## src/pmwg_pkg.sv

```systemverilog
`default_nettype none
package pmwg_pkg;
  localparam int CLK_HZ = 10_000_000;
  localparam int CLK_PERIOD_NS = 1_000_000_000 / CLK_HZ;
  localparam int LOCK_TIME_US = 2200;
  localparam int LOCK_CYCLES = (LOCK_TIME_US * 1000 + CLK_PERIOD_NS - 1) / CLK_PERIOD_NS;
  localparam int RAMP_UV_PER_NS = 10;
  localparam int STEP_UV_BUCK12 = 20000;
  localparam int STEP_UV_BUCK34 = 6250;
  localparam int STEP_CYC_BUCK12_RAW = STEP_UV_BUCK12 / RAMP_UV_PER_NS / CLK_PERIOD_NS;
  localparam int STEP_CYC_BUCK34_RAW = STEP_UV_BUCK34 / RAMP_UV_PER_NS / CLK_PERIOD_NS;
  localparam int STEP_CYC_BUCK12 = (STEP_CYC_BUCK12_RAW < 1) ? 1 : STEP_CYC_BUCK12_RAW;
  localparam int STEP_CYC_BUCK34 = (STEP_CYC_BUCK34_RAW < 1) ? 1 : STEP_CYC_BUCK34_RAW;
  localparam int NUM_OUT = 5;
  localparam logic [6:0] DEV_ADDR = 7'h2d;
  localparam logic [7:0] REG_ADC_EN = 8'h01;
  localparam logic [7:0] REG_LINEAR = 8'h10;
  localparam logic [7:0] REG_BUCK4 = 8'h14;
  localparam logic [7:0] REG_TEMP = 8'h1b;
  localparam logic [7:0] REG_EXT_A = 8'h1c;
  localparam logic [7:0] REG_EXT_B = 8'h1d;
  localparam logic ADC_EN_RST = 1'h1;
  localparam logic [7:0] LINEAR_RST = 8'ha5;
  localparam logic [7:0] BUCK_RST = 8'h00;
  localparam logic [3:0] BYTE_BITS = 4'h8;
  localparam logic [1:0] KIND_ADDR = 2'h0;
  localparam logic [1:0] KIND_REG = 2'h1;
  localparam logic [1:0] KIND_DATA = 2'h2;
  localparam logic [1:0] SEL_EXT_A = 2'h0;
  localparam logic [1:0] SEL_EXT_B = 2'h1;
  localparam logic [1:0] SEL_TEMP = 2'h2;
  typedef struct packed {
    logic [7:0] code;
    logic ramping;
    logic locked;
  } pmwg_chan_t;
  typedef enum logic [2:0] {
    I2C_IDLE = 3'b000,
    I2C_RX = 3'b001,
    I2C_ACK = 3'b010,
    I2C_TX = 3'b011,
    I2C_MACK = 3'b100
  } pmwg_i2c_state_t;
  typedef enum logic [1:0] {
    ADC_CAL_GO = 2'b00,
    ADC_CAL_WAIT = 2'b01,
    ADC_IDLE = 2'b10,
    ADC_CONV = 2'b11
  } pmwg_adc_state_t;
endpackage
`default_nettype wire

```

## src/pmwg_chan.sv

```systemverilog
`timescale 1ns/1ns
`default_nettype none
module pmwg_chan #(
  parameter int LOCK_CYCLES = pmwg_pkg::LOCK_CYCLES,
  parameter int STEP_CYCLES = pmwg_pkg::STEP_CYC_BUCK12,
  parameter bit RAMP_EN = 1'b1,
  parameter logic [7:0] RESET_CODE = pmwg_pkg::BUCK_RST
) (
  input wire logic core_clk,
  input wire logic rst_n,
  input wire logic writeAccept,
  input wire logic [7:0] target,
  output pmwg_pkg::pmwg_chan_t status
);
  localparam int LW = $clog2(LOCK_CYCLES + 1);
  localparam int SW = $clog2(STEP_CYCLES + 1);
  logic [LW-1:0] lockCnt_q, lockCnt_d;
  logic [SW-1:0] stepCnt_q, stepCnt_d;
  logic [7:0] code_q, code_d;
  logic stepDone;

  assign stepDone = (stepCnt_q == SW'(STEP_CYCLES - 1));
  assign status.code = code_q;
  assign status.ramping = RAMP_EN && (code_q != target);
  assign status.locked = (lockCnt_q != '0);

  always_comb begin
    lockCnt_d = lockCnt_q;
    if (writeAccept) begin
      lockCnt_d = LW'(LOCK_CYCLES); // [RULE_12]
    end else if (lockCnt_q != '0) begin
      lockCnt_d = lockCnt_q - 1'b1; // [RULE_12]
    end
    stepCnt_d = '0;
    code_d = code_q;
    if (!RAMP_EN) begin
      code_d = target;
    end else if (code_q != target) begin
      if (stepDone) begin
        code_d = (code_q < target) ? code_q + 8'h01 : code_q - 8'h01; // [RULE_05]
      end else begin
        stepCnt_d = stepCnt_q + 1'b1;
      end
    end
  end

  always_ff @(posedge core_clk or negedge rst_n) begin
    if (!rst_n) begin
      lockCnt_q <= '0;
      stepCnt_q <= '0;
      code_q <= RESET_CODE;
    end else begin
      lockCnt_q <= lockCnt_d;
      stepCnt_q <= stepCnt_d;
      code_q <= code_d;
    end
  end

  oneChange_a: assert property (@(posedge core_clk) disable iff (!rst_n) // [RULE_03]
    writeAccept |=> status.locked [*8])
    else $error("channel lockout did not hold after an accepted write");
  lockStart_a: assert property (@(posedge core_clk) disable iff (!rst_n) // [RULE_12]
    $rose(status.locked) |-> $past(writeAccept))
    else $error("lockout started without an accepted write");
  rampStep_a: assert property (@(posedge core_clk) disable iff (!rst_n) // [RULE_05]
    (status.ramping && stepDone && $stable(target)) |=>
      (code_q == $past(code_q) + 8'h01) || (code_q == $past(code_q) - 8'h01))
    else $error("ramp step did not move the code by one");
  rampSeen_c: cover property (@(posedge core_clk) disable iff (!rst_n)
    $fell(status.ramping));
endmodule
`default_nettype wire

```

## src/pmwg_top.sv

```systemverilog
`timescale 1ns/1ns
`default_nettype none
// Operation
// RULE_01: The serial clock is never held low; anything that cannot be served is refused by a NAK.
// RULE_02: A setpoint write arriving less than the lockout time after the last write to it is NAKed.
// RULE_03: Each output accepts only one setpoint change within any lockout window.
// RULE_04: The host waits the lockout time after its last setpoint write before writing again.
// RULE_05: Each buck output ramps toward a new setpoint at the nominal slew rate.
// RULE_06: One 8-bit converter is shared by the two external inputs and the temperature sensor.
// RULE_07: The die temperature register returns the latest temperature conversion.
// RULE_08: The two external input registers return their latest conversions.
// RULE_09: The converter enable resets to enabled and calibration runs at every power-up.
// RULE_10: A setpoint write to an output still ramping is NAKed.
// RULE_11: An output's in-regulation flag is forced high while ramping and re-evaluated after.
// RULE_12: Each setpoint has its own lockout timer, started only by an acknowledged write.
module pmwg_top #(
  parameter logic [6:0] I2C_ADDR = pmwg_pkg::DEV_ADDR,
  parameter int LOCK_CYCLES = pmwg_pkg::LOCK_CYCLES
) (
  input wire logic core_clk,
  input wire logic rst_n,
  input wire logic sclIn,
  input wire logic sdaIn,
  output logic sdaOut,
  output logic sdaOe,
  input wire logic [4:0] regulationRaw,
  output logic [4:0] outputInRegulation,
  output logic [4:0][7:0] outputCode,
  output logic [1:0] adcSel,
  output logic adcStart,
  output logic adcCalStart,
  input wire logic [7:0] adcSample,
  input wire logic adcDone,
  input wire logic adcCalDone
);
  logic [2:0] sclPipe_q, sclPipe_d, sdaPipe_q, sdaPipe_d;
  logic [4:0] regS1_q, regS2_q;
  logic sclRise, sclFall, sdaBit, startCond, stopCond;
  pmwg_pkg::pmwg_i2c_state_t state_q, state_d;
  logic [3:0] cnt_q, cnt_d;
  logic [7:0] shift_q, shift_d, ptr_q, ptr_d, tx_q, tx_d, readData;
  logic [1:0] kind_q, kind_d;
  logic rw_q, rw_d, ack_q, ack_d, mAck_q, mAck_d, adcEn_q, adcEn_d;
  logic [4:0][7:0] spt_q, spt_d;
  logic [4:0] acceptVec, chanRamp, chanLock;
  logic decide, loadTx, sptHit, sptBlocked;
  logic [2:0] sptIdx;
  pmwg_pkg::pmwg_chan_t chanSt[5];
  pmwg_pkg::pmwg_adc_state_t adcState_q, adcState_d;
  logic [1:0] sel_q, sel_d;
  logic adcStart_q, adcStart_d, adcCalStart_q, adcCalStart_d, calSeen_q, calSeen_d;
  logic [7:0] temp_q, temp_d, extA_q, extA_d, extB_q, extB_d;

  // Pins are asynchronous; stage 2 is the first that logic reads
  assign sclPipe_d = {sclPipe_q[1:0], sclIn};
  assign sdaPipe_d = {sdaPipe_q[1:0], sdaIn};
  assign sclRise = sclPipe_q[1] & ~sclPipe_q[2];
  assign sclFall = ~sclPipe_q[1] & sclPipe_q[2];
  assign sdaBit = sdaPipe_q[1];
  assign startCond = sclPipe_q[1] & sclPipe_q[2] & sdaPipe_q[2] & ~sdaPipe_q[1];
  assign stopCond = sclPipe_q[1] & sclPipe_q[2] & ~sdaPipe_q[2] & sdaPipe_q[1];

  always_ff @(posedge core_clk or negedge rst_n) begin
    if (!rst_n) begin
      sclPipe_q <= 3'h7;
      sdaPipe_q <= 3'h7;
      regS1_q <= 5'h00;
      regS2_q <= 5'h00;
    end else begin
      sclPipe_q <= sclPipe_d;
      sdaPipe_q <= sdaPipe_d;
      regS1_q <= regulationRaw;
      regS2_q <= regS1_q;
    end
  end

  genvar g;
  for (g = 0; g < pmwg_pkg::NUM_OUT; g++) begin : gChan
    pmwg_chan #(
      .LOCK_CYCLES(LOCK_CYCLES),
      .STEP_CYCLES((g <= 2) ? pmwg_pkg::STEP_CYC_BUCK12 : pmwg_pkg::STEP_CYC_BUCK34),
      .RAMP_EN(g != 0),
      .RESET_CODE((g == 0) ? pmwg_pkg::LINEAR_RST : pmwg_pkg::BUCK_RST)
    ) uChan (
      .core_clk(core_clk),
      .rst_n(rst_n),
      .writeAccept(acceptVec[g]),
      .target(spt_q[g]),
      .status(chanSt[g])
    );
    assign chanRamp[g] = chanSt[g].ramping;
    assign chanLock[g] = chanSt[g].locked;
    assign outputCode[g] = chanSt[g].code;
    assign outputInRegulation[g] = chanSt[g].ramping | regS2_q[g]; // [RULE_11]
  end

  assign sptHit = (ptr_q >= pmwg_pkg::REG_LINEAR) && (ptr_q <= pmwg_pkg::REG_BUCK4);
  assign sptIdx = 3'(ptr_q - pmwg_pkg::REG_LINEAR);
  assign sptBlocked = sptHit && (chanLock[sptIdx] || chanRamp[sptIdx]); // [RULE_02] [RULE_10]

  always_comb begin
    readData = 8'h00;
    if (sptHit) begin
      readData = spt_q[sptIdx];
    end else begin
      case (ptr_q)
        pmwg_pkg::REG_ADC_EN: readData = {7'h00, adcEn_q};
        pmwg_pkg::REG_TEMP: readData = temp_q; // [RULE_07]
        pmwg_pkg::REG_EXT_A: readData = extA_q; // [RULE_08]
        pmwg_pkg::REG_EXT_B: readData = extB_q; // [RULE_08]
        default: readData = 8'h00;
      endcase
    end
  end

  // No stretching: every refusal is decided at the ack slot instead
  always_comb begin
    state_d = state_q;
    cnt_d = cnt_q;
    shift_d = shift_q;
    ptr_d = ptr_q;
    tx_d = tx_q;
    kind_d = kind_q;
    rw_d = rw_q;
    ack_d = ack_q;
    mAck_d = mAck_q;
    adcEn_d = adcEn_q;
    spt_d = spt_q;
    acceptVec = 5'h00;
    decide = 1'b0;
    loadTx = 1'b0;
    if (startCond) begin
      state_d = pmwg_pkg::I2C_RX;
      cnt_d = 4'h0;
      kind_d = pmwg_pkg::KIND_ADDR;
    end else if (stopCond) begin
      state_d = pmwg_pkg::I2C_IDLE;
    end else begin
      case (state_q)
        pmwg_pkg::I2C_IDLE: begin
        end
        pmwg_pkg::I2C_RX: begin
          if (sclRise && cnt_q != pmwg_pkg::BYTE_BITS) begin
            shift_d = {shift_q[6:0], sdaBit};
            cnt_d = cnt_q + 4'h1;
          end else if (sclFall && cnt_q == pmwg_pkg::BYTE_BITS) begin
            decide = 1'b1;
            state_d = pmwg_pkg::I2C_ACK;
            ack_d = 1'b1;
            if (kind_q == pmwg_pkg::KIND_ADDR) begin
              if (shift_q[7:1] != I2C_ADDR) begin
                state_d = pmwg_pkg::I2C_IDLE;
              end
              rw_d = shift_q[0];
            end else if (kind_q == pmwg_pkg::KIND_REG) begin
              ptr_d = shift_q;
            end else if (sptBlocked) begin
              ack_d = 1'b0; // [RULE_01] [RULE_02] [RULE_03] [RULE_10]
            end else begin
              if (sptHit) begin
                spt_d[sptIdx] = shift_q;
                acceptVec[sptIdx] = 1'b1; // [RULE_12]
              end else if (ptr_q == pmwg_pkg::REG_ADC_EN) begin
                adcEn_d = shift_q[0];
              end
              ptr_d = ptr_q + 8'h01;
            end
          end
        end
        pmwg_pkg::I2C_ACK: begin
          if (sclFall) begin
            if (!ack_q) begin
              state_d = pmwg_pkg::I2C_IDLE;
            end else if (kind_q == pmwg_pkg::KIND_ADDR && rw_q) begin
              state_d = pmwg_pkg::I2C_TX;
              loadTx = 1'b1;
            end else begin
              state_d = pmwg_pkg::I2C_RX;
              cnt_d = 4'h0;
              kind_d = (kind_q == pmwg_pkg::KIND_ADDR) ? pmwg_pkg::KIND_REG : pmwg_pkg::KIND_DATA;
            end
          end
        end
        pmwg_pkg::I2C_TX: begin
          if (sclFall) begin
            if (cnt_q == pmwg_pkg::BYTE_BITS - 4'h1) begin
              state_d = pmwg_pkg::I2C_MACK;
            end else begin
              tx_d = {tx_q[6:0], 1'b0};
              cnt_d = cnt_q + 4'h1;
            end
          end
        end
        pmwg_pkg::I2C_MACK: begin
          if (sclRise) begin
            mAck_d = ~sdaBit;
          end else if (sclFall) begin
            if (mAck_q) begin
              state_d = pmwg_pkg::I2C_TX;
              loadTx = 1'b1;
            end else begin
              state_d = pmwg_pkg::I2C_IDLE;
            end
          end
        end
        default: state_d = pmwg_pkg::I2C_IDLE;
      endcase
    end
    if (loadTx) begin
      tx_d = readData;
      ptr_d = ptr_q + 8'h01;
      cnt_d = 4'h0;
    end
  end

  always_ff @(posedge core_clk or negedge rst_n) begin
    if (!rst_n) begin
      state_q <= pmwg_pkg::I2C_IDLE;
      cnt_q <= 4'h0;
      shift_q <= 8'h00;
      ptr_q <= 8'h00;
      tx_q <= 8'h00;
      kind_q <= pmwg_pkg::KIND_ADDR;
      rw_q <= 1'b0;
      ack_q <= 1'b0;
      mAck_q <= 1'b0;
      adcEn_q <= pmwg_pkg::ADC_EN_RST; // [RULE_09]
      spt_q <= {pmwg_pkg::BUCK_RST, pmwg_pkg::BUCK_RST, pmwg_pkg::BUCK_RST,
                pmwg_pkg::BUCK_RST, pmwg_pkg::LINEAR_RST};
    end else begin
      state_q <= state_d;
      cnt_q <= cnt_d;
      shift_q <= shift_d;
      ptr_q <= ptr_d;
      tx_q <= tx_d;
      kind_q <= kind_d;
      rw_q <= rw_d;
      ack_q <= ack_d;
      mAck_q <= mAck_d;
      adcEn_q <= adcEn_d;
      spt_q <= spt_d;
    end
  end

  // Open drain: only ever pulls low, and only on data, never on the clock
  assign sdaOut = 1'b0;
  assign sdaOe = (state_q == pmwg_pkg::I2C_ACK && ack_q) ||
                 (state_q == pmwg_pkg::I2C_TX && !tx_q[7]); // [RULE_01]

  // Round-robin over the three sources; calibration always first
  always_comb begin
    adcState_d = adcState_q;
    sel_d = sel_q;
    adcStart_d = 1'b0;
    adcCalStart_d = 1'b0;
    calSeen_d = calSeen_q;
    temp_d = temp_q;
    extA_d = extA_q;
    extB_d = extB_q;
    case (adcState_q)
      pmwg_pkg::ADC_CAL_GO: begin
        adcCalStart_d = 1'b1; // [RULE_09]
        adcState_d = pmwg_pkg::ADC_CAL_WAIT;
      end
      pmwg_pkg::ADC_CAL_WAIT: begin
        if (adcCalDone) begin
          calSeen_d = 1'b1;
          adcState_d = pmwg_pkg::ADC_IDLE;
        end
      end
      pmwg_pkg::ADC_IDLE: begin
        if (adcEn_q) begin
          adcStart_d = 1'b1;
          adcState_d = pmwg_pkg::ADC_CONV;
        end
      end
      pmwg_pkg::ADC_CONV: begin
        if (adcDone) begin
          adcState_d = pmwg_pkg::ADC_IDLE;
          case (sel_q) // [RULE_06]
            pmwg_pkg::SEL_EXT_A: begin
              extA_d = adcSample;
              sel_d = pmwg_pkg::SEL_EXT_B;
            end
            pmwg_pkg::SEL_EXT_B: begin
              extB_d = adcSample;
              sel_d = pmwg_pkg::SEL_TEMP;
            end
            default: begin
              temp_d = adcSample;
              sel_d = pmwg_pkg::SEL_EXT_A;
            end
          endcase
        end
      end
      default: adcState_d = pmwg_pkg::ADC_CAL_GO;
    endcase
  end

  always_ff @(posedge core_clk or negedge rst_n) begin
    if (!rst_n) begin
      adcState_q <= pmwg_pkg::ADC_CAL_GO;
      sel_q <= pmwg_pkg::SEL_EXT_A;
      adcStart_q <= 1'b0;
      adcCalStart_q <= 1'b0;
      calSeen_q <= 1'b0;
      temp_q <= 8'h00;
      extA_q <= 8'h00;
      extB_q <= 8'h00;
    end else begin
      adcState_q <= adcState_d;
      sel_q <= sel_d;
      adcStart_q <= adcStart_d;
      adcCalStart_q <= adcCalStart_d;
      calSeen_q <= calSeen_d;
      temp_q <= temp_d;
      extA_q <= extA_d;
      extB_q <= extB_d;
    end
  end
  assign adcSel = sel_q;
  assign adcStart = adcStart_q;
  assign adcCalStart = adcCalStart_q;

  noStretch_a: assert property (@(posedge core_clk) disable iff (!rst_n) // [RULE_01]
    sdaOe |-> (state_q == pmwg_pkg::I2C_ACK || state_q == pmwg_pkg::I2C_TX))
    else $error("data line driven outside ack or read slot");
  lockNak_a: assert property (@(posedge core_clk) disable iff (!rst_n) // [RULE_02]
    (decide && kind_q == pmwg_pkg::KIND_DATA && sptHit && chanLock[sptIdx]) |=>
      (state_q == pmwg_pkg::I2C_ACK && !ack_q && acceptVec == 5'h00))
    else $error("write inside lockout was acknowledged");
  rampNak_a: assert property (@(posedge core_clk) disable iff (!rst_n) // [RULE_10]
    (decide && kind_q == pmwg_pkg::KIND_DATA && sptHit && chanRamp[sptIdx]) |=> !ack_q)
    else $error("write to ramping output was acknowledged");
  pgForce_a: assert property (@(posedge core_clk) disable iff (!rst_n) // [RULE_11]
    (chanRamp & ~outputInRegulation) == 5'h00)
    else $error("regulation flag low during ramp");
  pgReeval_a: assert property (@(posedge core_clk) disable iff (!rst_n) // [RULE_11]
    $fell(chanRamp[4]) |-> (outputInRegulation[4] == $past(regulationRaw[4], 2)))
    else $error("regulation flag not re-evaluated after ramp");
  tempRead_a: assert property (@(posedge core_clk) disable iff (!rst_n) // [RULE_07]
    (loadTx && ptr_q == pmwg_pkg::REG_TEMP) |=> (tx_q == $past(temp_q)))
    else $error("temperature read returned wrong data");
  extRead_a: assert property (@(posedge core_clk) disable iff (!rst_n) // [RULE_08]
    (loadTx && ptr_q == pmwg_pkg::REG_EXT_B) |=> (tx_q == $past(extB_q)))
    else $error("second input read returned wrong data");
  adcRoute_a: assert property (@(posedge core_clk) disable iff (!rst_n) // [RULE_06]
    (adcState_q == pmwg_pkg::ADC_CONV && adcDone && sel_q == pmwg_pkg::SEL_TEMP) |=>
      (temp_q == $past(adcSample) && sel_q == pmwg_pkg::SEL_EXT_A))
    else $error("temperature sample misrouted");
  calFirst_a: assert property (@(posedge core_clk) disable iff (!rst_n) // [RULE_09]
    adcStart_q |-> calSeen_q)
    else $error("conversion started before calibration");
  wrAccept_c: cover property (@(posedge core_clk) disable iff (!rst_n) acceptVec != 5'h00);
  wrNak_c: cover property (@(posedge core_clk) disable iff (!rst_n)
    decide && sptBlocked && kind_q == pmwg_pkg::KIND_DATA);
  tempRd_c: cover property (@(posedge core_clk) disable iff (!rst_n)
    loadTx && ptr_q == pmwg_pkg::REG_TEMP);
endmodule
`default_nettype wire

```

## config.mk

```make
export PLATFORM = sky130hd
export DESIGN_NAME = pmwg_top
export DESIGN_NICKNAME = d
export VERILOG_FILES = /design/src/pmwg_pkg.sv /design/src/pmwg_chan.sv /design/src/pmwg_top.sv
export SDC_FILE = /design/constraint.sdc
export NUM_CORES = 1
export LEC_CHECK = 0
export BUFFER_PORTS_ARGS = -buffer_cell sky130_fd_sc_hd__buf_2
export CAP_MARGIN = 20
export CELL_PAD_IN_SITES_DETAIL_PLACEMENT = 0
export CELL_PAD_IN_SITES_GLOBAL_PLACEMENT = 1
export CORE_MARGIN = 10
export CORE_UTILIZATION = 45
export DETAILED_ROUTE_END_ITERATION = 7
export PLACE_DENSITY_LB_ADDON = 0.12
export SLEW_MARGIN = 25
export SYNTH_ARGS = -nofsm -noshare
export SYNTH_HDL_FRONTEND = slang
export SYNTH_HIERARCHICAL = 1
export SYNTH_SLANG_ARGS = --single-unit
```

## constraint.sdc

```tcl
create_clock -name core_clk -period 3.3 [get_ports core_clk]
set_input_delay 0.495 -clock core_clk [delete_from_list [all_inputs] [get_ports core_clk]]
set_output_delay 0.495 -clock core_clk [all_outputs]
set_load 0.02 [all_outputs]
```

==> impl_metrics.tcl <==
set metrics [dict create \
    status "complete, no violations" \
    wire_per_inst_um 17.5 \
    async_flop_share_pct 100 \
    p_leak_uw 0.00688 \
    antenna_left 0 \
    htree_levels 1 \
    worstPathArrival_ns 3.54 \
    power_density_mw_per_mm2 485 \
    peakVddDrop_mv 0.405 \
    core_mm2 0.0305 \
    muxShareOfSynthArea_pct 8.70 \
    clockRootBuffer "clkbuf_16" \
    max_freq_ghz 0.324 \
    grt_pass1_wl_um 53300 \
    r2r_setup_slack_ns 0.21 \
    synth_nets 1397 \
    portBuffers 68 \
    num_vias 9962 \
    cts.sinks 254 \
    synth_compound_area_share_pct 11.4 \
    areaGrowthSynthToFinish_pct 15.1 \
    viasPerCell 5.46 \
    worstReg2RegStart "gChan[3].uChan/lockCnt_q[0]$_DFFE_PN0P_" \
    overflow 0 \
    ios 70 \
    slowest_delay_ns 0.50 \
    numCtsBuffers 31 \
    maxSlewViolCount 0 \
    drt-pass1-iter-count 5 \
    yosys.area_share.adder_pct 6.73 \
    yosys_register_bits 254 \
    setup_viol 0 \
    max_slew_margin_pct 46.7 \
    rows 64 \
    ys.flop_type "dfrtp_1" \
    total_power_uw 7720 \
    floorplan.initialDensity_pct 45.4 \
    drc 0 \
    clkSlewWorstSetupHoldPaths_ns 0.06 \
    critPathRequiredTime_ns 3.75 \
    multi_input_area_mm2 0.00711 \
    insertion_delay_ns 0.58 \
    netlist-cell-type-count 92 \
    antenna_found_initial 0 \
    max_cap_violations 0 \
    diodes 0 \
    cp-end-kind "flop" \
    min_period_ns 3.09 \
    r2r_end "gChan[2].uChan/lockCnt_q[1]$_DFFE_PN0P_" \
    synthSimpleGateAreaFrac_pct 20.0 \
    regArea_mm2 0.00637 \
    tritoncts "yes" \
    place_congestion 0.808 \
    worstSetupPathType "flop to flop" \
    worstRegToRegCells 13 \
    die_y_um 195 \
    stdcell_count 1826 \
    place_hpwl_um 22400 \
    rsz0062_at_grt "no" \
    fin_crit_sh_pct 93.6 \
    dpl_cell_area_mm2 0.0148 \
    cp-startpoint "gChan[3].uChan/lockCnt_q[0]$_DFFE_PN0P_" \
    clock_skew_ns 0.0230 \
    crit_fanout 7 \
    worst_pin_slew_ns 0.793 \
    ys_warn_count 6 \
    design_area_mm2 0.0159 \
    die_area_mm2 0.0382 \
    holdPathStages 1 \
    ys_seq_area_share_pct 46.1 \
    fin_ws_ns 0.212 \
    place_inst 1763 \
    syn_avg_cell_area_um2 10.6 \
    worstPathCellList "inv_1 -> ha_2 -> or4b_4 -> nor3_4 -> nand3_2 -> nor2_2 -> o221ai_1 -> o21ai_1 -> nand3_2 -> buf_4 -> nor3_4 -> buf_4 -> a211oi_1" \
    crit_end "gChan[2].uChan/lockCnt_q[1]$_DFFE_PN0P_" \
    drive_gt1_share_pct 23.6 \
    grt_start_max_net_pins 72 \
    die_width_um 195 \
    synth_top_family_by_area "simple AND/OR/NAND/NOR gates" \
    pre_cts_slack_ns 0.0981 \
    clockBufferDepth 3 \
    hold_viol 0 \
    final.setup.tns_ns 0 \
    drt-initial-drc-count 661 \
    synthXorXnorAreaFrac_pct 4.11 \
    syn_inst 1306 \
    fillCellCount 2797 \
    setup.worst_path.start_class "flop" \
    synth-edff-count 0 \
    first_global_vias 10016 \
    crit_slowest_cell "or4b_4" \
    holdCritPathClass "input port to flop" \
    wl_um 31900 \
    grtUsageTotal_pct 16.5 \
    syn_area_mm2 0.0138 \
    nNetsFinal 1497 \
]
-- through the flow --
stage          hold WS [ns]  utilization [%]
6_report             0.0231             52.2
5_1_grt             0.00619             52.2
4_1_cts            0.000454             52.0
3_5_place_dp          0.336             48.5
3_3_place_gp          0.337             48.5
2_1_floorplan         0.199                -
-- Yosys cell counts (all sizes together), types with 6 or more instances --
library cell / count / share of area, %
nor3b: 8 / 0.58
dfstp: 15 / 2.8
a211o: 10 / 0.63
a21o: 10 / 0.55
o31ai: 11 / 0.60
buf: 11 / 0.42
nor4: 26 / 1.9
mux2: 84 / 6.8
nand4: 19 / 1.1
a21oi: 62 / 2.3
o21ai: 63 / 2.3
dfrtp: 239 / 43
nor2: 116 / 3.4
xnor2: 52 / 3.3
or4: 8 / 0.49
or3: 11 / 0.57
and2: 6 / 0.29
nand2: 84 / 2.3
nand3: 41 / 1.7
nor2b: 19 / 0.86
nor3: 53 / 2.5
xor2: 13 / 0.82
nand2b: 27 / 1.2
a22oi: 21 / 1.1
a2111oi: 7 / 0.44
mux4: 7 / 1.1
or2: 10 / 0.45
a211oi: 15 / 0.85
clkbuf: 25 / 0.68
o211ai: 7 / 0.48
inv: 66 / 1.8
ha: 68 / 6.1
nand3b: 16 / 0.89
mux2i: 10 / 0.72
or3b: 7 / 0.44
-- worst max-delay path: cells and delay by family, from the launching register on --
family | cells | cell delay, ns
adders and majority gates | 1 | 0.20
AOI/OAI and AO/OA | 3 | 0.46
and+or+nand+nor | 6 | 1.44
DFF | 1 | 0.40
buffers and inverters | 3 | 0.49
-- cells in the final DEF, fill, tap and decap left out, types with 7 or more instances in the layout --
| cell type | count |
|---|---|
| a2111oi_0 | 7 |
| a211o_1 | 10 |
| a211oi_1 | 14 |
| a21o_1 | 9 |
| a21oi_1 | 61 |
| a22oi_1 | 21 |
| buf_2 | 68 |
| buf_4 | 26 |
| clkbuf_1 | 9 |
| clkbuf_16 | 31 |
| clkbuf_8 | 8 |
| dfrtp_1 | 239 |
| dfstp_2 | 15 |
| ha_1 | 67 |
| inv_1 | 65 |
| mux2_2 | 83 |
| mux2i_1 | 10 |
| mux4_2 | 7 |
| nand2_1 | 82 |
| nand2b_1 | 26 |
| nand3_1 | 35 |
| nand3b_1 | 15 |
| nand4_1 | 14 |
| nor2_1 | 110 |
| nor2b_1 | 19 |
| nor3_1 | 38 |
| nor3_2 | 9 |
| nor4_1 | 16 |
| o21ai_0 | 53 |
| o21ai_1 | 10 |
| o31ai_1 | 10 |
| or2_2 | 10 |
| or3_1 | 8 |
| xnor2_1 | 52 |
| xor2_1 | 13 |
-- registers in the layout, summed over array words and instances, names as in the netlist, 3 cells and up --
name	count
regS1_q	5
extB_q	8
ptr_q	8
shift_q	8
tx_q	8
sdaPipe_q	3
sclPipe_q	3
gChan.uChan/stepCnt_q	16
spt_q	40
state_q	3
cnt_q	4
regS2_q	5
gChan.uChan/lockCnt_q	75
gChan.uChan/code_q	40
extA_q	8
temp_q	8
-- repair_timing --
action	in CTS	in global routing
setup endpoints to repair	0	36
buffers inserted	0	0
hold buffers	4	0
hold endpoints to repair	68	0
resized for setup	0	17
-- area by class of cell --
cell class                 count  share of cell area (%)
multi-input combinational    950                    44.7
clock buffer                  48                    5.77
sequential                   254                    40.0
clock inverter                 9                   0.730
inverter                      66                    1.56
timing repair buffer         103                    4.15
tap                          396                    3.11
-- routing by layer --
layer	share of wire [%]	global-route usage, %	wire length (µm)	up-vias
li1	-	-	-	4928
met1	49	23.4	15500	4872
met2	46	26.4	14800	127
met3	3.4	2.31	1090	35
met4	1.6	3.51	511	0
met5	0	0	0	-
-- where the power goes --
part / switching [µW] / internal (µW) / total [µW]
combinational: 294 / 305 / 599
clock: 1340 / 2070 / 3410
sequential: 330 / 3380 / 3710
total: 1960 / 5760 / 7720
-- how the worst min path moves through the flow --
stage / start / endpoint / slack [ns]
final: regulationRaw[3] / regS1_q[3]$_DFF_PN0_ / 0.02
after global routing: regulationRaw[3] / regS1_q[3]$_DFF_PN0_ / 0.006
after CTS: regulationRaw[3] / regS1_q[3]$_DFF_PN0_ / 0.0005
after detailed placement: regS1_q[3]$_DFF_PN0_ / regS2_q[3]$_DFF_PN0_ / 0.34
after global placement: regS1_q[3]$_DFF_PN0_ / regS2_q[3]$_DFF_PN0_ / 0.34
after floorplan: rst_n / ack_q$_DFFE_PN0P_ / 0.20
-- logic make-up after synthesis --
family / Yosys count
adders and majority gates: 72
muxes: 101
buffers and inverters: 102
AOI/OAI and AO/OA: 239
DFF: 254
other: 2
and+or+nand+nor: 471
xor gates and xnor gates: 65
Power figures use the tool's default switching activity.
